## src/hw/sri_params.svh

```systemverilog
`ifndef SRI_PARAMS_SVH
`define SRI_PARAMS_SVH

// ==========================================
// register port geometry
`define SRI_ADDR_W             8
`define SRI_DATA_W             32

// ==========================================
// register offsets (byte addresses)
`define SRI_OFS_TIMER_CTRL     8'h00
`define SRI_OFS_TIMER_COUNT    8'h04
`define SRI_OFS_TIME_CONST     8'h08
`define SRI_OFS_SDRAM_CTRL     8'h0c
`define SRI_OFS_WAIT_CTRL      8'h10
`define SRI_OFS_MODE_WRITE     8'h14
`define SRI_OFS_STATUS         8'h18

// ==========================================
// field positions
`define SRI_RRC_LSB            0
`define SRI_CKS_LSB            3
`define SRI_REFRESH_ENABLE_BIT_BIT           0
`define SRI_REFRESH_MODE_SELECT_BIT          1
`define SRI_PW_LSB             0
`define SRI_RCV_LSB            2
`define SRI_STAT_SELF_BIT      0
`define SRI_STAT_PEND_BIT      1
`define SRI_STAT_INIT_BIT      2
`define SRI_STAT_BUSY_BIT      3
`define SRI_A10_BIT            10

// ==========================================
// widths and reset values
`define SRI_CNT_W              8
`define SRI_MODE_W             12
`define SRI_SDADDR_W           16
`define SRI_PRESC_W            14
`define SRI_RST_CNT            8'h00
`define SRI_RST_TC             8'h00
`define SRI_RST_CKS            3'h0
`define SRI_RST_RRC            3'h0
`define SRI_RST_WAIT           2'h0
`define SRI_RST_MODE           12'h000

// ==========================================
// sequence counts
`define SRI_INIT_REFRESHES     4'h8

`endif

```

## src/hw/sri_pkg.sv

```systemverilog
`default_nettype none
package sri_pkg;

  // ==========================================
  // sdram command lines, active low
  typedef struct packed {
    logic csN;
    logic rasN;
    logic casN;
    logic weN;
  } sri_cmd_t;

  localparam sri_cmd_t CMD_NOP  = 4'h7;
  localparam sri_cmd_t CMD_ALL_BANK_PRECHARGE_CMD = 4'h2;
  localparam sri_cmd_t CMD_REF  = 4'h1;
  localparam sri_cmd_t CMD_MRS  = 4'h0;

  // ==========================================
  // pins toward the sdram
  typedef struct packed {
    logic        cke;
    sri_cmd_t    cmd;
    logic [15:0] addr;
  } sri_sdram_t;

  typedef enum logic [3:0] {
    ST_IDLE, ST_ALL_BANK_PRECHARGE_CMD, ST_PW, ST_REF, ST_RCV, ST_SELF, ST_SX, ST_MRS, ST_MRSW
  } sri_state_t;

  typedef enum logic [1:0] {
    OP_AUTO, OP_SELF, OP_INIT
  } sri_op_t;

endpackage
`default_nettype wire

```

## src/hw/sri_refresh_timer.sv

```systemverilog
`timescale 1ns/10ps
`default_nettype none
`include "sri_params.svh"

module sri_refresh_timer (
  // clock and reset
  input  wire logic                 clock,
  input  wire logic                 rst,
  // settings
  input  wire logic [2:0]           clkSel,
  input  wire logic [`SRI_CNT_W-1:0] timeConst,
  input  wire logic                 cntWr,
  input  wire logic [`SRI_CNT_W-1:0] cntWrData,
  // state
  output logic [`SRI_CNT_W-1:0]     count,
  output logic                      request
);

  logic [`SRI_PRESC_W-1:0] presc_ff;
  logic [`SRI_CNT_W-1:0]   count_ff;
  logic                    request_ff;
  logic [`SRI_PRESC_W-1:0] divMask;
  logic                    tick;

  // select 0 stops the timer, 1..7 divide by 4, 16 ... 16384
  assign divMask = (`SRI_PRESC_W'(1) << {clkSel, 1'b0}) - `SRI_PRESC_W'(1);
  assign tick    = (clkSel != 3'h0) && ((presc_ff & divMask) == divMask);

  always_ff @(posedge clock or posedge rst) begin
    if (rst) begin
      presc_ff <= '0;
    end else begin
      presc_ff <= presc_ff + `SRI_PRESC_W'(1);
    end
  end

  always_ff @(posedge clock or posedge rst) begin
    if (rst) begin
      count_ff   <= `SRI_RST_CNT;
      request_ff <= 1'b0;
    end else begin
      request_ff <= 1'b0;
      if (cntWr) begin
        count_ff <= cntWrData;
      end else if (clkSel != 3'h0 && count_ff == timeConst) begin
        count_ff   <= '0;
        request_ff <= 1'b1;
      end else if (tick) begin
        count_ff <= count_ff + `SRI_CNT_W'(1);
      end
    end
  end

  assign count   = count_ff;
  assign request = request_ff;
endmodule

`default_nettype wire

```

## src/hw/sri_sdram_refresh_init.sv

```systemverilog
// The register addresses and the address-and-strobe port are this design's own decisions.
`timescale 1ns/10ps
`default_nettype none
`include "sri_params.svh"

// Behaviour
// - timer compared with constant each cycle while a clock is selected; on match request, clear, restart
// - each request runs the configured number of auto-refresh commands
// - selecting a clock makes the timer count from its current value
// - auto-refresh: all-bank precharge, precharge wait, then refresh command
// - no new command during recovery wait after refresh command
// - precharge wait state inserted when precharge wait is nonzero
// - mode select and enable both set enters self-refresh
// - self entry: precharge, wait, self command, then no accesses
// - clearing mode select leaves self-refresh, then recovery wait blocks commands
// - leaving self with enable still set resumes auto-refresh
// - power-on reset initializes registers and ends self-refresh
// - request during bus cycle waits until that cycle completes
// - newer request while one pends merges; earlier one discarded
// - mode register write drives zeros on address pins A12 upward
// - init: precharge, eight refreshes, mode set, two idle cycles after
// - auto-refresh runs when mode select clear and enable set
// - every refresh cycle leaves all banks treated as closed
module sri_sdram_refresh_init (
  // clock and reset
  input  wire logic                     clock,
  input  wire logic                     rst,
  // register port
  input  wire logic [`SRI_ADDR_W-1:0]   regAddr,
  input  wire logic [`SRI_DATA_W-1:0]   regWrData,
  input  wire logic                     regWr,
  input  wire logic                     regRd,
  output logic [`SRI_DATA_W-1:0]        regRdData,
  // bus cycle arbitration
  input  wire logic                     busBusy,
  output logic                          refreshBusy,
  output logic                          bankClose,
  // sdram pins
  output var sri_pkg::sri_sdram_t       sdram
);

  // ==========================================
  // configuration registers
  logic [2:0]             cks_ff;
  logic [2:0]             rrc_ff;
  logic [`SRI_CNT_W-1:0]  tc_ff;
  logic                   modeSel_ff;
  logic                   refEn_ff;
  logic [1:0]             pw_ff;
  logic [1:0]             rcv_ff;
  logic [`SRI_MODE_W-1:0] modeVal_ff;
  logic                   reqPend_ff;
  logic                   initReq_ff;

  // ==========================================
  // sequencer state
  sri_pkg::sri_state_t    state_ff;
  sri_pkg::sri_state_t    nxt_state;
  sri_pkg::sri_op_t       op_ff;
  sri_pkg::sri_op_t       nxt_op;
  logic [1:0]             wait_ff;
  logic [1:0]             nxt_wait;
  logic [3:0]             left_ff;
  logic [3:0]             nxt_left;
  sri_pkg::sri_cmd_t      nxt_cmd;
  logic [`SRI_SDADDR_W-1:0] nxt_addr;
  logic                   advance;
  logic                   startSeq;
  logic                   acceptAuto;
  logic                   acceptInit;

  // ==========================================
  // output registers
  sri_pkg::sri_sdram_t    sdram_ff;
  logic                   refreshBusy_ff;
  logic                   bankClose_ff;
  logic [`SRI_DATA_W-1:0] rdData_ff;

  logic [`SRI_CNT_W-1:0]  timerCount;
  logic                   timerReq;
  logic                   wrCtrl;
  logic                   wrCount;
  logic                   wrConst;
  logic                   wrSdCtrl;
  logic                   wrWait;
  logic                   wrMode;

  assign wrCtrl   = regWr && regAddr == `SRI_OFS_TIMER_CTRL;
  assign wrCount  = regWr && regAddr == `SRI_OFS_TIMER_COUNT;
  assign wrConst  = regWr && regAddr == `SRI_OFS_TIME_CONST;
  assign wrSdCtrl = regWr && regAddr == `SRI_OFS_SDRAM_CTRL;
  assign wrWait   = regWr && regAddr == `SRI_OFS_WAIT_CTRL;
  assign wrMode   = regWr && regAddr == `SRI_OFS_MODE_WRITE;

  sri_refresh_timer u_timer (
    .clock     (clock),
    .rst       (rst),
    .clkSel    (cks_ff),
    .timeConst (tc_ff),
    .cntWr     (wrCount),
    .cntWrData (regWrData[`SRI_CNT_W-1:0]),
    .count     (timerCount),
    .request   (timerReq)
  );

  // ==========================================
  // configuration; only power-on reset clears it
  // reset clears settings
  always_ff @(posedge clock or posedge rst) begin
    if (rst) begin
      cks_ff     <= `SRI_RST_CKS;
      rrc_ff     <= `SRI_RST_RRC;
      tc_ff      <= `SRI_RST_TC;
      modeSel_ff <= 1'b0;
      refEn_ff   <= 1'b0;
      pw_ff      <= `SRI_RST_WAIT;
      rcv_ff     <= `SRI_RST_WAIT;
    end else begin
      if (wrCtrl) begin
        cks_ff <= regWrData[`SRI_CKS_LSB +: 3];
        rrc_ff <= regWrData[`SRI_RRC_LSB +: 3];
      end
      if (wrConst) begin
        tc_ff <= regWrData[`SRI_CNT_W-1:0];
      end
      if (wrSdCtrl) begin
        modeSel_ff <= regWrData[`SRI_REFRESH_MODE_SELECT_BIT];
        refEn_ff   <= regWrData[`SRI_REFRESH_ENABLE_BIT_BIT];
      end
      if (wrWait) begin
        pw_ff  <= regWrData[`SRI_PW_LSB +: 2];
        rcv_ff <= regWrData[`SRI_RCV_LSB +: 2];
      end
    end
  end

  // ==========================================
  // pending requests; a new event beats the clear
  always_ff @(posedge clock or posedge rst) begin
    if (rst) begin
      reqPend_ff <= 1'b0;
      initReq_ff <= 1'b0;
      modeVal_ff <= `SRI_RST_MODE;
    end else begin
      if (timerReq) begin
        reqPend_ff <= 1'b1;
      end else if (acceptAuto) begin
        reqPend_ff <= 1'b0;
      end
      if (wrMode) begin
        initReq_ff <= 1'b1;
        modeVal_ff <= regWrData[`SRI_MODE_W-1:0];
      end else if (acceptInit) begin
        initReq_ff <= 1'b0;
      end
    end
  end

  // ==========================================
  // sequencer next state
  always_comb begin
    nxt_state  = state_ff;
    nxt_op     = op_ff;
    nxt_wait   = wait_ff;
    nxt_left   = left_ff;
    nxt_cmd    = sri_pkg::CMD_NOP;
    nxt_addr   = '0;
    advance    = 1'b0;
    startSeq   = 1'b0;
    acceptAuto = 1'b0;
    acceptInit = 1'b0;
    case (state_ff)
      sri_pkg::ST_IDLE: begin
        if (!busBusy) begin
          if (initReq_ff) begin
            acceptInit = 1'b1;
            startSeq   = 1'b1;
            nxt_op     = sri_pkg::OP_INIT;
            nxt_left   = `SRI_INIT_REFRESHES;
          end else if (refEn_ff && modeSel_ff) begin
            startSeq = 1'b1;
            nxt_op   = sri_pkg::OP_SELF;
          end else if (refEn_ff && reqPend_ff) begin
            acceptAuto = 1'b1;
            startSeq   = 1'b1;
            nxt_op     = sri_pkg::OP_AUTO;
            nxt_left   = {1'b0, rrc_ff} + 4'h1;
          end
        end
        if (startSeq) begin
          nxt_state              = sri_pkg::ST_ALL_BANK_PRECHARGE_CMD;
          nxt_cmd                = sri_pkg::CMD_ALL_BANK_PRECHARGE_CMD;
          nxt_addr[`SRI_A10_BIT] = 1'b1;
        end
      end
      sri_pkg::ST_ALL_BANK_PRECHARGE_CMD: begin
        if (pw_ff != 2'h0) begin
          nxt_state = sri_pkg::ST_PW;
          nxt_wait  = pw_ff - 2'h1;
        end else begin
          advance = 1'b1;
        end
      end
      sri_pkg::ST_REF: begin
        if (rcv_ff != 2'h0) begin
          nxt_state = sri_pkg::ST_RCV;
          nxt_wait  = rcv_ff - 2'h1;
        end else begin
          advance = 1'b1;
        end
      end
      sri_pkg::ST_PW, sri_pkg::ST_RCV: begin
        if (wait_ff == 2'h0) begin
          advance = 1'b1;
        end else begin
          nxt_wait = wait_ff - 2'h1;
        end
      end
      sri_pkg::ST_SELF: begin
        if (!modeSel_ff || !refEn_ff) begin
          nxt_state = sri_pkg::ST_SX;
          nxt_wait  = rcv_ff;
        end
      end
      sri_pkg::ST_SX: begin
        if (wait_ff == 2'h0) begin
          nxt_state = sri_pkg::ST_IDLE;
        end else begin
          nxt_wait = wait_ff - 2'h1;
        end
      end
      sri_pkg::ST_MRS: begin
        nxt_state = sri_pkg::ST_MRSW;
      end
      sri_pkg::ST_MRSW: begin
        nxt_state = sri_pkg::ST_IDLE;
      end
      default: begin
        nxt_state = sri_pkg::ST_IDLE;
      end
    endcase
    if (advance) begin
      if (op_ff == sri_pkg::OP_SELF) begin
        nxt_state = sri_pkg::ST_SELF;
        nxt_cmd   = sri_pkg::CMD_REF;
      end else if (left_ff != 4'h0) begin
        nxt_state = sri_pkg::ST_REF;
        nxt_cmd   = sri_pkg::CMD_REF;
        nxt_left  = left_ff - 4'h1;
      end else if (op_ff == sri_pkg::OP_INIT) begin
        nxt_state = sri_pkg::ST_MRS;
        nxt_cmd   = sri_pkg::CMD_MRS;
        nxt_addr  = {{(`SRI_SDADDR_W-`SRI_MODE_W){1'b0}}, modeVal_ff};
      end else begin
        nxt_state = sri_pkg::ST_IDLE;
      end
    end
  end

  // ==========================================
  // sequencer registers
  // reset ends self-refresh
  always_ff @(posedge clock or posedge rst) begin
    if (rst) begin
      state_ff <= sri_pkg::ST_IDLE;
      op_ff    <= sri_pkg::OP_AUTO;
      wait_ff  <= 2'h0;
      left_ff  <= 4'h0;
    end else begin
      state_ff <= nxt_state;
      op_ff    <= nxt_op;
      wait_ff  <= nxt_wait;
      left_ff  <= nxt_left;
    end
  end

  // ==========================================
  // pin and status outputs
  always_ff @(posedge clock or posedge rst) begin
    if (rst) begin
      sdram_ff.cke   <= 1'b1;
      sdram_ff.cmd   <= sri_pkg::CMD_NOP;
      sdram_ff.addr  <= '0;
      refreshBusy_ff <= 1'b0;
      bankClose_ff   <= 1'b0;
    end else begin
      sdram_ff.cke   <= nxt_state != sri_pkg::ST_SELF;
      sdram_ff.cmd   <= nxt_cmd;
      sdram_ff.addr  <= nxt_addr;
      refreshBusy_ff <= nxt_state != sri_pkg::ST_IDLE;
      bankClose_ff   <= nxt_cmd == sri_pkg::CMD_REF;
    end
  end

  // ==========================================
  // register read, data in the following cycle
  always_ff @(posedge clock or posedge rst) begin
    if (rst) begin
      rdData_ff <= '0;
    end else begin
      rdData_ff <= '0;
      if (regRd) begin
        case (regAddr)
          `SRI_OFS_TIMER_CTRL: begin
            rdData_ff[`SRI_CKS_LSB +: 3] <= cks_ff;
            rdData_ff[`SRI_RRC_LSB +: 3] <= rrc_ff;
          end
          `SRI_OFS_TIMER_COUNT: rdData_ff[`SRI_CNT_W-1:0] <= timerCount;
          `SRI_OFS_TIME_CONST:  rdData_ff[`SRI_CNT_W-1:0] <= tc_ff;
          `SRI_OFS_SDRAM_CTRL: begin
            rdData_ff[`SRI_REFRESH_MODE_SELECT_BIT] <= modeSel_ff;
            rdData_ff[`SRI_REFRESH_ENABLE_BIT_BIT]  <= refEn_ff;
          end
          `SRI_OFS_WAIT_CTRL: begin
            rdData_ff[`SRI_PW_LSB +: 2]  <= pw_ff;
            rdData_ff[`SRI_RCV_LSB +: 2] <= rcv_ff;
          end
          `SRI_OFS_MODE_WRITE:  rdData_ff[`SRI_MODE_W-1:0] <= modeVal_ff;
          `SRI_OFS_STATUS: begin
            rdData_ff[`SRI_STAT_SELF_BIT] <= state_ff == sri_pkg::ST_SELF;
            rdData_ff[`SRI_STAT_PEND_BIT] <= reqPend_ff;
            rdData_ff[`SRI_STAT_INIT_BIT] <= initReq_ff;
            rdData_ff[`SRI_STAT_BUSY_BIT] <= refreshBusy_ff;
          end
          default: rdData_ff <= '0;
        endcase
      end
    end
  end

  assign regRdData   = rdData_ff;
  assign refreshBusy = refreshBusy_ff;
  assign bankClose   = bankClose_ff;
  assign sdram       = sdram_ff;

  // ==========================================
  // checks
  logic isNop;
  logic isPall;
  logic isRef;
  logic isMrs;

  assign isNop  = sdram_ff.cmd == sri_pkg::CMD_NOP;
  assign isPall = sdram_ff.cmd == sri_pkg::CMD_ALL_BANK_PRECHARGE_CMD;
  assign isRef  = sdram_ff.cmd == sri_pkg::CMD_REF;
  assign isMrs  = sdram_ff.cmd == sri_pkg::CMD_MRS;
endmodule

`default_nettype wire
```

## config.mk

```make
export PLATFORM = sky130hd
export DESIGN_NAME = sri_sdram_refresh_init
export DESIGN_NICKNAME = d
export VERILOG_FILES = /design/src/hw/sri_pkg.sv /design/src/hw/sri_refresh_timer.sv /design/src/hw/sri_sdram_refresh_init.sv
export VERILOG_INCLUDE_DIRS = /design/src /design/src/hw
export SDC_FILE = /design/constraint.sdc
export NUM_CORES = 1
export LEC_CHECK = 0
export BUFFER_PORTS_ARGS = -buffer_cell sky130_fd_sc_hd__buf_4
export CAP_MARGIN = 15
export CORE_MARGIN = 1
export CORE_UTILIZATION = 45
export CTS_CLUSTER_DIAMETER = 50
export DETAILED_ROUTE_END_ITERATION = 12
export PLACE_DENSITY = 0.67
export SLEW_MARGIN = 20
export SYNTH_ARGS = -nofsm -noshare
export SYNTH_HDL_FRONTEND = slang
export SYNTH_SLANG_ARGS = --single-unit
```

## constraint.sdc

```tcl
create_clock -name clock -period 4.4 [get_ports clock]
set_input_delay 0.88 -clock clock [delete_from_list [all_inputs] [get_ports clock]]
set_output_delay 0.88 -clock clock [all_outputs]
set_load 0.05 [all_outputs]
```

# After elaboration in Yosys (flattened, before gate mapping)
# Index checks and enable logic that the tools add are counted.
# totals
reg_bits,124
latchBits,0
mem_bits_rw,0
romBits,0
inputBits,45
output_inout_bits,55
wordCells,159
n_memories,0
# classes
addsub,8
mul,0
div,0
n_lt_le_gt_ge,0
eq_ne,23
shift,1
mux,69
bitwise_logic,2
reduce_logical,30
# ops
cell,count
$mux 4,19
$mux 12,5
$pmux 4 s7,1
$eq 8x5->1 const B,3
$mux 8,3
$mux 1,23
$eq 4x3->1 const B,4
$eq 8x4->1 const B,2
$pmux 2 s4,2
$mux 3,5
$add 14x1->14 const B,1
$and 14x14->14,1
$eq 14x14->1,1
$mux 2,7
$pmux 2 s7,1
$shl 1x4->14 const A,1
$sub 14x2->14 const B,1
$pmux 2 s6,1
$reduce_bool 4->1,3
$logic_and 1x1->1,10
$reduce_bool 3->1,3
$add 8x1->8 const B,1
$eq 4x1->1 const B,2
$eq 4x2->1 const B,2
22 further kinds,31

# Depth between registers and ports, before layout
# Gate-level depths: netlist of run 1.
# depth
word_depth,13
mapped_depth,10
mapped_depth_nobuf,9

# Cells and area by module
# From an unflattened synthesis of run 1, not the netlist that was laid out.
# unflattened
hier_cells,500
area_unflattened_um2,5381.4
# modules_own_cells
module,n_inst,cells_each,area_each_um2
sri_sdram_refresh_init,1,344,3915.0
sri_refresh_timer,1,156,1466.4

# Worst setup path before layout of run 1
# OpenSTA, ideal clock, no wires.
# synth_path
kind,in2reg
startpoint,input port regAddr[0]
endpoint,register tc_ff[0]
setup_ps,125
t_arrival_ps,2579
required_ps,4275
setup_slack_ps,1696
cell_stages,6
n_path_buf,1
cell_sequence,or4_4 > or3_1 > buf_2 > nor3b_4 > nand2_4 > mux2_2
# synth_via
elab_chain_cells,2
# synth_lines
element,line,source
"start, declared",sri_sdram_refresh_init.sv:29,"input wire logic [`SRI_ADDR_W-1:0] regAddr,"
$eq 8x4->1,--,
$logic_and 1x1->1 (no source line),--,
"end signal, assigned",sri_sdram_refresh_init.sv:113,tc_ff <= `SRI_RST_TC;
"end signal, assigned",sri_sdram_refresh_init.sv:124,tc_ff <= regWrData[`SRI_CNT_W-1:0];
"end, declared",sri_sdram_refresh_init.sv:46,logic [`SRI_CNT_W-1:0] tc_ff;
# No other way between the ends.
# A chain may end at the register's enable or synchronous reset.

# Worst setup path in the final report of run 1
# layout_path
startpoint,register cks_ff[1]
endpoint,"register u_timer.count_ff[1], in the netlist u_timer.count[1]"
# layout_via
elab_chain_cells,6
word_cells_on_any_way,10
# layout_lines
element,line,source
"start, declared",sri_sdram_refresh_init.sv:44,logic [2:0] cks_ff;
"start signal, assigned",sri_sdram_refresh_init.sv:111,cks_ff <= `SRI_RST_CKS;
"start signal, assigned",sri_sdram_refresh_init.sv:120,cks_ff <= regWrData[`SRI_CKS_LSB +: 3];
$shl 1x4->14 (no source line),--,
$sub 14x2->14,sri_refresh_timer.sv:26,"assign divMask = (`SRI_PRESC_W'(1) << {clkSel, 1'b0}) - `SRI_PRESC_W'(1);"
$and 14x14->14,sri_refresh_timer.sv:27,assign tick = (clkSel != 3'h0) && ((presc_ff & divMask) == divMask);
$eq 14x14->1,sri_refresh_timer.sv:27,
$logic_and 1x1->1,sri_refresh_timer.sv:27,
$reduce_bool 3->1 (no source line),--,
"end signal, assigned",sri_refresh_timer.sv:39,count_ff <= `SRI_RST_CNT;
"end signal, assigned",sri_refresh_timer.sv:44,count_ff <= cntWrData;
"end signal, assigned",sri_refresh_timer.sv:49,count_ff <= count_ff + `SRI_CNT_W'(1);
"end, declared",sri_refresh_timer.sv:20,logic [`SRI_CNT_W-1:0] count_ff;
# Parallel ways exist; a longest one is shown, timed or not.

==> results of run 1 <==
==> worst paths after layout <==
path / startpoint / endpoint / slack (ns) / cells past startpoint
worst max-delay path: cks_ff[1] / u_timer.count[1] / 1.43 / 9
worst min-delay path: u_timer.request / reqPend_ff / 0.44 / 1
worst max register to register: cks_ff[1] / u_timer.count[1] / 1.43 / 9
worst min register to register: u_timer.request / reqPend_ff / 0.44 / 1
max in group asynchronous: rst / refEn_ff / 2.97 / 3
min in group asynchronous: rst / sdram[4] / 0.66 / 2
==> stage by stage <==
step / util / std cells
after global placement: 0.507 / 669
after floorplan: - / 512
after global routing: 0.533 / 685
final: 0.533 / 685
after detailed placement: 0.507 / 669
after CTS: 0.533 / 685
==> final cells by class <==
cell class	count	area [um^2]	share of cell area
sequential	99	2480	0.424
multi-input combinational	361	2440	0.417
timing repair buffer	56	420	0.0718
clock buffer	12	256	0.0438
tap	140	175	0.0299
inverter	13	53.8	0.00919
clock inverter	4	25.0	0.00427
==> cells in the mapped netlist, drive strengths merged (11+ instances only) <==
master / number / area share
dfrtp: 95 / 0.46
nor2b: 13 / 0.016
inv: 13 / 0.0095
a21oi: 14 / 0.014
buf: 31 / 0.042
xnor2: 19 / 0.032
nor2: 29 / 0.021
nand3: 21 / 0.020
o21ai: 23 / 0.022
xor2: 11 / 0.019
mux2: 34 / 0.075
and2: 18 / 0.022
mux2i: 14 / 0.027
nand2: 40 / 0.031
==> state kept, by name (all words and copies together), names as in the netlist, 2 cells and up <==
register          count
u_timer.count         8
sdram                16
tc_ff                 8
wait_ff               2
cks_ff                3
u_timer.presc_ff     14
pw_ff                 2
rrc_ff                3
modeVal_ff           12
rcv_ff                2
regRdData            12
op_ff                 2
state_ff              4
left_ff               4
==> power groups by stage <==
stage	clock network, W	registers [W]	logic, W
final	0.000752	0.00113	0.000719
after global routing	0.000801	0.00114	0.000801
after CTS	0.000766	0.00113	0.000721
after detailed placement	0	0.00114	0.000719
after global placement	0	0.00113	0.000695
after floorplan	0	0.00116	0.000536
==> worst reg2reg max path, cell delays in order, from the launching register on <==
cell and delay, ns:
dfrtp_1 0.55, nor3_1 0.37, inv_1 0.14, ha_1 0.29, nor2b_1 0.18, a311oi_1 0.39
o211ai_1 0.16, nor3_1 0.45, mux2i_1 0.23, o21ai_0 0.09
==> metal layers <==
metal,global-route usage,wire length [um],share of wire
met5,0,0,0
met1,0.259,5070,0.47
met2,0.301,5000,0.47
met4,0.0811,181,0.017
met3,0.0365,449,0.042
==> cells by family after synthesis <==
family | Yosys count
compound gates | 82
xor+xnor | 30
flops | 99
fa+ha+maj | 5
mux | 48
buf+inv | 52
simple gates | 171
other cells | 1
==> impl_metrics.env, run 1 <==
export IMPL_synth_seq_cells=99
export IMPL_h_tree_depth=3
export IMPL_vias=3701
export IMPL_antenna_cells=0
export IMPL_final_cell_mix="dfrtp_1, buf_4, nand2_1"
export IMPL_clock_power_share=0.290
export IMPL_avgSynthCellArea_um2=10.5
export IMPL_grt_setup_unrepaired="no"
export IMPL_cp_slowest_cell="dfrtp_1"
export IMPL_ys_types=61
export IMPL_synth_seq_area_share=0.484
export IMPL_grt_max_degree=82
export IMPL_yosys_most_used_dff="dfrtp_1"
export IMPL_drt_first_pass_iters=5
export IMPL_crit_chain="nor3_1 -> inv_1 -> ha_1 -> nor2b_1 -> a311oi_1 -> o211ai_1 -> nor3_1 -> mux2i_1 -> o21ai_0"
export IMPL_dp_slack_ns=1.14
export IMPL_antenna_found_initial=0
export IMPL_sequentialPowerShare=0.434
export IMPL_drt_iter0_markers=126
export IMPL_synth_top_family_by_area="simple AND/OR/NAND/NOR gates"
export IMPL_cts_hold_buf=0
export IMPL_synthMuxAreaShare=0.102
export IMPL_period_needed_ns=2.97
export IMPL_hpwl_um=7680
export IMPL_synth_compound_area_frac=0.108
export IMPL_ys_warn_count=0
export IMPL_worstSetupEndpointType="register"
export IMPL_fmax_ghz=0.337
export IMPL_portBuffers=54
export IMPL_num_io_pins=100
export IMPL_sw_frac_of_total=0.340
export IMPL_grt_pass1_wl_um=17200
export IMPL_synth_cells=488
export IMPL_combPwrFrac=0.277
export IMPL_worst_ep_arrival_time_ns=3.18
export IMPL_clock_skew_ns=0.00562
export IMPL_synth_edf_count=0
export IMPL_drc=0
export IMPL_setup_viol=0
export IMPL_crit_type="register to register"
export IMPL_status="completed"
export IMPL_synth_fa_ha_area_frac=0.0122
export IMPL_cp_top_family="simple AND/OR/NAND/NOR gates"
export IMPL_synth_xor_area_frac=0.0512
export IMPL_max_cap_viol_count=0
export IMPL_start_util=0.467
export IMPL_fillers=968
export IMPL_cts_resized=0
export IMPL_drv_slew=0
export IMPL_nets=590
export IMPL_synthSimpleGateAreaFrac=0.184
export IMPL_grt_pass1_vias=3487
export IMPL_leakagePower_nw=2.79
export IMPL_startpoint_type="register"
export IMPL_cts_tree="built"
export IMPL_worst_slew_pin_slew_ns=0.809
export IMPL_grt_total_usage=0.192
export IMPL_min_path_type="register to register"
export IMPL_finalSetupTns_ns=0
export IMPL_gp_congestion=0.818
export IMPL_p_sw_w=0.000883
export IMPL_drt_wl_total_um=10700
export IMPL_power_density_nw_per_um2=444
export IMPL_die_w_um=109
export IMPL_irDropWorstVdd_v=0.000293
export IMPL_dieArea_um2=11800
export IMPL_worst_path_buf_inv=1
export IMPL_die_h_um=109
export IMPL_ant_nets=0
export IMPL_hold_slack_ns=0.445
export IMPL_post_cts_buffers=0
export IMPL_clk_latency_ns=0.34
export IMPL_rows=38
export IMPL_mostFrequentLayoutCell="dfrtp_1"
export IMPL_postSynth_asyncResetShare=1.00
export IMPL_cts_clk_slew_worst_paths_ns=0.07
export IMPL_areaGrowthSynthToFinish_pct=14.1
export IMPL_drive_gt1_frac=0.224
export IMPL_cts_made_buffers=9
export IMPL_design_area_um2=5850
export IMPL_path_max_fanout=14
export IMPL_routedWlPerCell_um=15.6
export IMPL_critPathMaxStageDelay_ns=0.55
export IMPL_finalCritPeriodShare=0.675
export IMPL_synth_area_um2=5130
export IMPL_grt_ovfl_total=0
export IMPL_clock_sinks=99
export IMPL_cpMostUsedCell="nor3_1"
export IMPL_timing_final_ws_setup_ns=1.43
export IMPL_worst_ep_required_time_ns=4.62
export IMPL_p_int_w=0.00171
export IMPL_coreArea_um2=11000
export IMPL_via_per_inst=5.40
export IMPL_power_w=0.00260
export IMPL_hold_viol=0
export IMPL_dpl_cell_area_um2=5570
export IMPL_clock_root_buffer="clkbuf_16"
export IMPL_relSlewSlack=0.460
export IMPL_clockBufferDepth=2
No activity file was read; power rests on OpenSTA's default activity.
==> inputs of run 2 (changes only) <==
--- a/config.mk
+++ b/config.mk
@@ -12,7 +12,7 @@
 export CORE_UTILIZATION = 45
 export CTS_CLUSTER_DIAMETER = 50
 export DETAILED_ROUTE_END_ITERATION = 12
-export PLACE_DENSITY = 0.67
+export PLACE_DENSITY = 0.7
 export SLEW_MARGIN = 20
 export SYNTH_ARGS = -nofsm -noshare
 export SYNTH_HDL_FRONTEND = slang
==> constraint.sdc (replaced) <==
create_clock -name clock -period 2.49 [get_ports clock]
set_input_delay 0.498 -clock clock [delete_from_list [all_inputs] [get_ports clock]]
set_output_delay 0.498 -clock clock [all_outputs]
set_load 0.05 [all_outputs]
==> impl_metrics.env, run 2 (synthesized netlist as in run 1, its figures left out) <==
export IMPL_status="completed"
export IMPL_power_density_nw_per_um2=765
export IMPL_mostFrequentLayoutCell="dfrtp_1"
export IMPL_cts_clk_slew_worst_paths_ns=0.06
export IMPL_cts_made_buffers=9
export IMPL_grt_pass1_wl_um=18100
export IMPL_die_w_um=109
export IMPL_drt_iter0_markers=193
export IMPL_clock_root_buffer="clkbuf_16"
export IMPL_ant_nets=0
export IMPL_worst_ep_required_time_ns=2.71
export IMPL_largest_reg_flops=16
export IMPL_drt_first_pass_iters=4
export IMPL_via_per_inst=5.37
export IMPL_drv_slew=0
export IMPL_startpoint_type="register"
export IMPL_grt_pass1_vias=3716
export IMPL_portBuffers=54
export IMPL_start_util=0.467
export IMPL_routedWlPerCell_um=15.8
export IMPL_setup_viol=0
export IMPL_clock_sinks=99
export IMPL_period_needed_ns=2.38
export IMPL_cts_tree="built"
export IMPL_hpwl_um=7840
export IMPL_path_max_fanout=3
export IMPL_grt_total_usage=0.198
export IMPL_vias=3774
export IMPL_antenna_cells=0
export IMPL_clock_skew_ns=0.00581
export IMPL_min_path_type="input port to async pin"
export IMPL_nets=608
export IMPL_h_tree_depth=3
export IMPL_clockBufferDepth=2
export IMPL_antenna_found_initial=0
export IMPL_dieArea_um2=11800
export IMPL_gp_congestion=0.829
export IMPL_multiInputGateArea_um2=2500
export IMPL_drt_wl_total_um=11100
export IMPL_worstSetupEndpointType="register"
export IMPL_grt_max_degree=100
export IMPL_fmax_ghz=0.421
export IMPL_rows=38
export IMPL_num_io_pins=100
export IMPL_final_cell_mix="dfrtp_1, buf_4, nand2_1"
export IMPL_hold_viol=0
export IMPL_relSlewSlack=0.542
export IMPL_finalCritPeriodShare=0.954
export IMPL_grt_ovfl_total=0
export IMPL_areaGrowthSynthToFinish_pct=18.1
export IMPL_crit_type="register to register"
export IMPL_clk_latency_ns=0.34
export IMPL_die_h_um=109
export IMPL_coreArea_um2=11000
export IMPL_irDropWorstVdd_v=0.000408
export IMPL_leakagePower_nw=2.89
export IMPL_drive_gt1_frac=0.263
export IMPL_max_cap_viol_count=0
export IMPL_finalSetupTns_ns=0
export IMPL_post_cts_buffers=0
export IMPL_power_w=0.00464
export IMPL_ff_latch_area_um2=2480
export IMPL_drc=0
export IMPL_worst_ep_arrival_time_ns=2.60
export IMPL_fillers=966
export IMPL_worst_slew_pin_slew_ns=0.685
==> run 2: per-layer routing <==
layer  global-route usage  vias up  routed length (um)
met1                0.257     1837                4950
li1                     -     1822                   -
met5                    0        -                   0
met2                0.324       97                5390
met3               0.0424       18                 535
met4               0.0724        0                 222
==> run 2: path summary, 6_finish.rpt <==
path	start	to	slack, ns	cells past startpoint
setup / recovery	cks_ff[0]	u_timer.count[6]	0.11	9
min in group clock	regWrData[8]	modeVal_ff[8]	0.39	2
max in group asynchronous	rst	sdram[17]	1.77	3
setup reg to reg	cks_ff[0]	u_timer.count[6]	0.11	9
hold reg to reg	u_timer.request	reqPend_ff	0.43	1
hold / removal	rst	regRdData[7]	0.28	3
==> run 2: layout make-up <==
class | instances | area share
multi-input combinational | 361 | 0.413
inverter | 13 | 0.00867
timing repair buffer | 74 | 0.0937
clock buffer | 13 | 0.0429
sequential | 99 | 0.410
clock inverter | 3 | 0.00351
tap | 140 | 0.0289
==> run 2: where the power goes <==
part | leakage (nW) | internal (W) | switching, W | total (W)
combinational | 1.44 | 0.000542 | 0.000792 | 0.00133
sequential | 1.32 | 0.00180 | 0.000194 | 0.00199
clock | 0.136 | 0.000735 | 0.000580 | 0.00131
total | 2.89 | 0.00307 | 0.00157 | 0.00464
==> run 2: timing repair <==
action	CTS	global route
setup endpoints to repair	1	10
hold buffers	0	0
resized for setup	1	9
pin swaps	0	1
==> run 2: through the flow <==
step                      hold WS, ns  std cells  area, um^2  worst slack [ns]  utilization
final                           0.276        703        6060             0.114        0.552
after global routing            0.347        703        6060           -0.0197        0.552
after CTS                       0.329        703        6010            0.0130        0.547
after detailed placement        0.414        687        5720          -0.00332        0.521
after global placement          0.411        687        5720          -0.00181        0.521
after floorplan                 0.404        512        5220            0.0221            -
==> run 2: critical path, stage by stage (launching register included) <==
cell and delay, ns:
dfrtp_1 0.41, nor3_2 0.25, inv_1 0.09, ha_2 0.31, o211ai_1 0.09, a221oi_2 0.33, o2111ai_1 0.22, nor3_1 0.29
a31o_2 0.21, a22oi_1 0.06
==> inputs of run 3 (changes only) <==
--- a/config.mk
+++ b/config.mk
@@ -9,10 +9,9 @@
 export BUFFER_PORTS_ARGS = -buffer_cell sky130_fd_sc_hd__buf_4
 export CAP_MARGIN = 15
 export CORE_MARGIN = 1
-export CORE_UTILIZATION = 45
+export CORE_UTILIZATION = 32
 export CTS_CLUSTER_DIAMETER = 50
 export DETAILED_ROUTE_END_ITERATION = 12
-export PLACE_DENSITY = 0.7
 export SLEW_MARGIN = 20
 export SYNTH_ARGS = -nofsm -noshare
 export SYNTH_HDL_FRONTEND = slang
==> constraint.sdc (replaced) <==
create_clock -name clock -period 3.05 [get_ports clock]
set_input_delay 0.61 -clock clock [delete_from_list [all_inputs] [get_ports clock]]
set_output_delay 0.61 -clock clock [all_outputs]
set_load 0.05 [all_outputs]
==> impl_metrics.env, run 3 (synthesized netlist as in run 1, its figures left out) <==
export IMPL_min_path_type="input port to async pin"
export IMPL_fmax_ghz=0.377
export IMPL_num_io_pins=100
export IMPL_ff_latch_area_um2=2480
export IMPL_crit_chain="nor3_2 -> inv_1 -> ha_1 -> nor2b_1 -> a311oi_1 -> o2111ai_1 -> nor4_1 -> xnor2_1 -> o21ai_0"
export IMPL_max_cap_viol_count=0
export IMPL_antenna_found_initial=0
export IMPL_drt_wl_total_um=11600
export IMPL_antenna_cells=0
export IMPL_cts_hold_buf=0
export IMPL_clock_sinks=99
export IMPL_drive_gt1_frac=0.241
export IMPL_grt_ovfl_total=0
export IMPL_path_max_fanout=7
export IMPL_finalCritPeriodShare=0.870
export IMPL_portBuffers=54
export IMPL_clock_root_buffer="clkbuf_16"
export IMPL_cp_slowest_cell="nor4_1"
export IMPL_grt_total_usage=0.150
export IMPL_coreArea_um2=15400
export IMPL_leakagePower_nw=2.85
export IMPL_grt_pass1_vias=3704
export IMPL_clk_latency_ns=0.35
export IMPL_fillers=1553
export IMPL_hold_slack_ns=0.420
export IMPL_clockBufferDepth=2
export IMPL_hold_viol=0
export IMPL_relSlewSlack=0.434
export IMPL_nets=601
export IMPL_grt_pass1_wl_um=19100
export IMPL_startpoint_type="register"
export IMPL_cts_resized=0
export IMPL_clock_skew_ns=0.00917
export IMPL_drc=0
export IMPL_irDropWorstVdd_v=0.000260
export IMPL_period_needed_ns=2.65
export IMPL_worst_path_buf_inv=1
export IMPL_gp_congestion=0.847
export IMPL_cts_clk_slew_worst_paths_ns=0.07
export IMPL_worst_ep_required_time_ns=3.27
export IMPL_dieArea_um2=16500
export IMPL_mostFrequentLayoutCell="dfrtp_1"
export IMPL_multiInputGateArea_um2=2450
export IMPL_via_per_inst=4.91
export IMPL_start_util=0.333
export IMPL_crit_type="register to register"
export IMPL_power_w=0.00381
export IMPL_drv_slew=0
export IMPL_setup_viol=0
export IMPL_status="completed"
export IMPL_final_cell_mix="dfrtp_1, buf_4, nand2_1"
export IMPL_grt_max_degree=45
export IMPL_power_density_nw_per_um2=629
export IMPL_drt_first_pass_iters=4
export IMPL_drt_iter0_markers=249
export IMPL_post_cts_buffers=0
export IMPL_vias=3759
export IMPL_worst_ep_arrival_time_ns=2.88
export IMPL_routedWlPerCell_um=15.1
export IMPL_h_tree_depth=3
export IMPL_die_h_um=129
export IMPL_grt_setup_unrepaired="no"
export IMPL_cts_made_buffers=9
export IMPL_critPathMaxStageDelay_ns=0.40
export IMPL_finalSetupTns_ns=0
export IMPL_rows=45
export IMPL_ant_nets=0
export IMPL_cp_top_family="simple AND/OR/NAND/NOR gates"
export IMPL_cts_tree="built"
export IMPL_die_w_um=129
export IMPL_worstSetupEndpointType="register"
export IMPL_worst_slew_pin_slew_ns=0.848
export IMPL_hpwl_um=8560
export IMPL_largest_reg_flops=16
export IMPL_areaGrowthSynthToFinish_pct=18.0
-- run 3: changes by cell type in the layout (fill, tap and decap cells not counted), sizes merged --
cell / delta
buf: -7
bufinv: +1
clkinvlp: +2
clkbuf: -4
-- run 3: worst reg2reg max path, cell delays in order (launching register included) --
cell and delay [ns]:
dfrtp_1 0.39, nor3_2 0.28, inv_1 0.13, ha_1 0.28, nor2b_1 0.17, a311oi_1 0.37
o2111ai_1 0.25, nor4_1 0.40, xnor2_1 0.17, o21ai_0 0.09
-- run 3: stage by stage --
| step | instance area [um^2] | util | setup WS [ns] | instances |
|---|---|---|---|---|
| floorplan | 5220 | - | 0.582 | 512 |
| global placement | 5760 | 0.373 | 0.339 | 751 |
| detailed placement | 5760 | 0.373 | 0.242 | 751 |
| CTS | 6050 | 0.392 | 0.232 | 766 |
| global route | 6050 | 0.392 | 0.158 | 766 |
| finish | 6050 | 0.392 | 0.396 | 766 |
-- run 3: routing by layer --
| layer | vias up | global-route usage | wire length, um |
|---|---|---|---|
| met5 | - | 0 | 0 |
| met1 | 1840 | 0.194 | 5340 |
| met3 | 21 | 0.0378 | 581 |
| met4 | 0 | 0.0657 | 289 |
| met2 | 86 | 0.238 | 5380 |
| li1 | 1812 | - | - |
-- run 3: layout make-up --
cell class / count / area share
inverters: 13 / 0.00868
multi-input cells: 361 / 0.404
clock inverters: 6 / 0.0110
repair buffers: 67 / 0.0852
well taps: 211 / 0.0436
flip-flops and latches: 99 / 0.410
clock buffers: 9 / 0.0372
-- run 3: report_power, final --
part | internal [W] | switching (W)
logic | 0.000419 | 0.000628
registers | 0.00147 | 0.000159
clock network | 0.000632 | 0.000504
-- run 3: worst paths after layout --
check / depth (start not counted) / startpoint / slack, ns / to
min reg2reg: 1 / u_timer.request / 0.43 / reqPend_ff
max reg2reg: 9 / cks_ff[0] / 0.40 / u_timer.count[7]
max in group asynchronous: 3 / rst / 1.88 / sdram[20]
max: 9 / cks_ff[0] / 0.40 / u_timer.count[7]
min: 2 / rst / 0.42 / regRdData[8]
min in group clock: 1 / u_timer.request / 0.43 / reqPend_ff
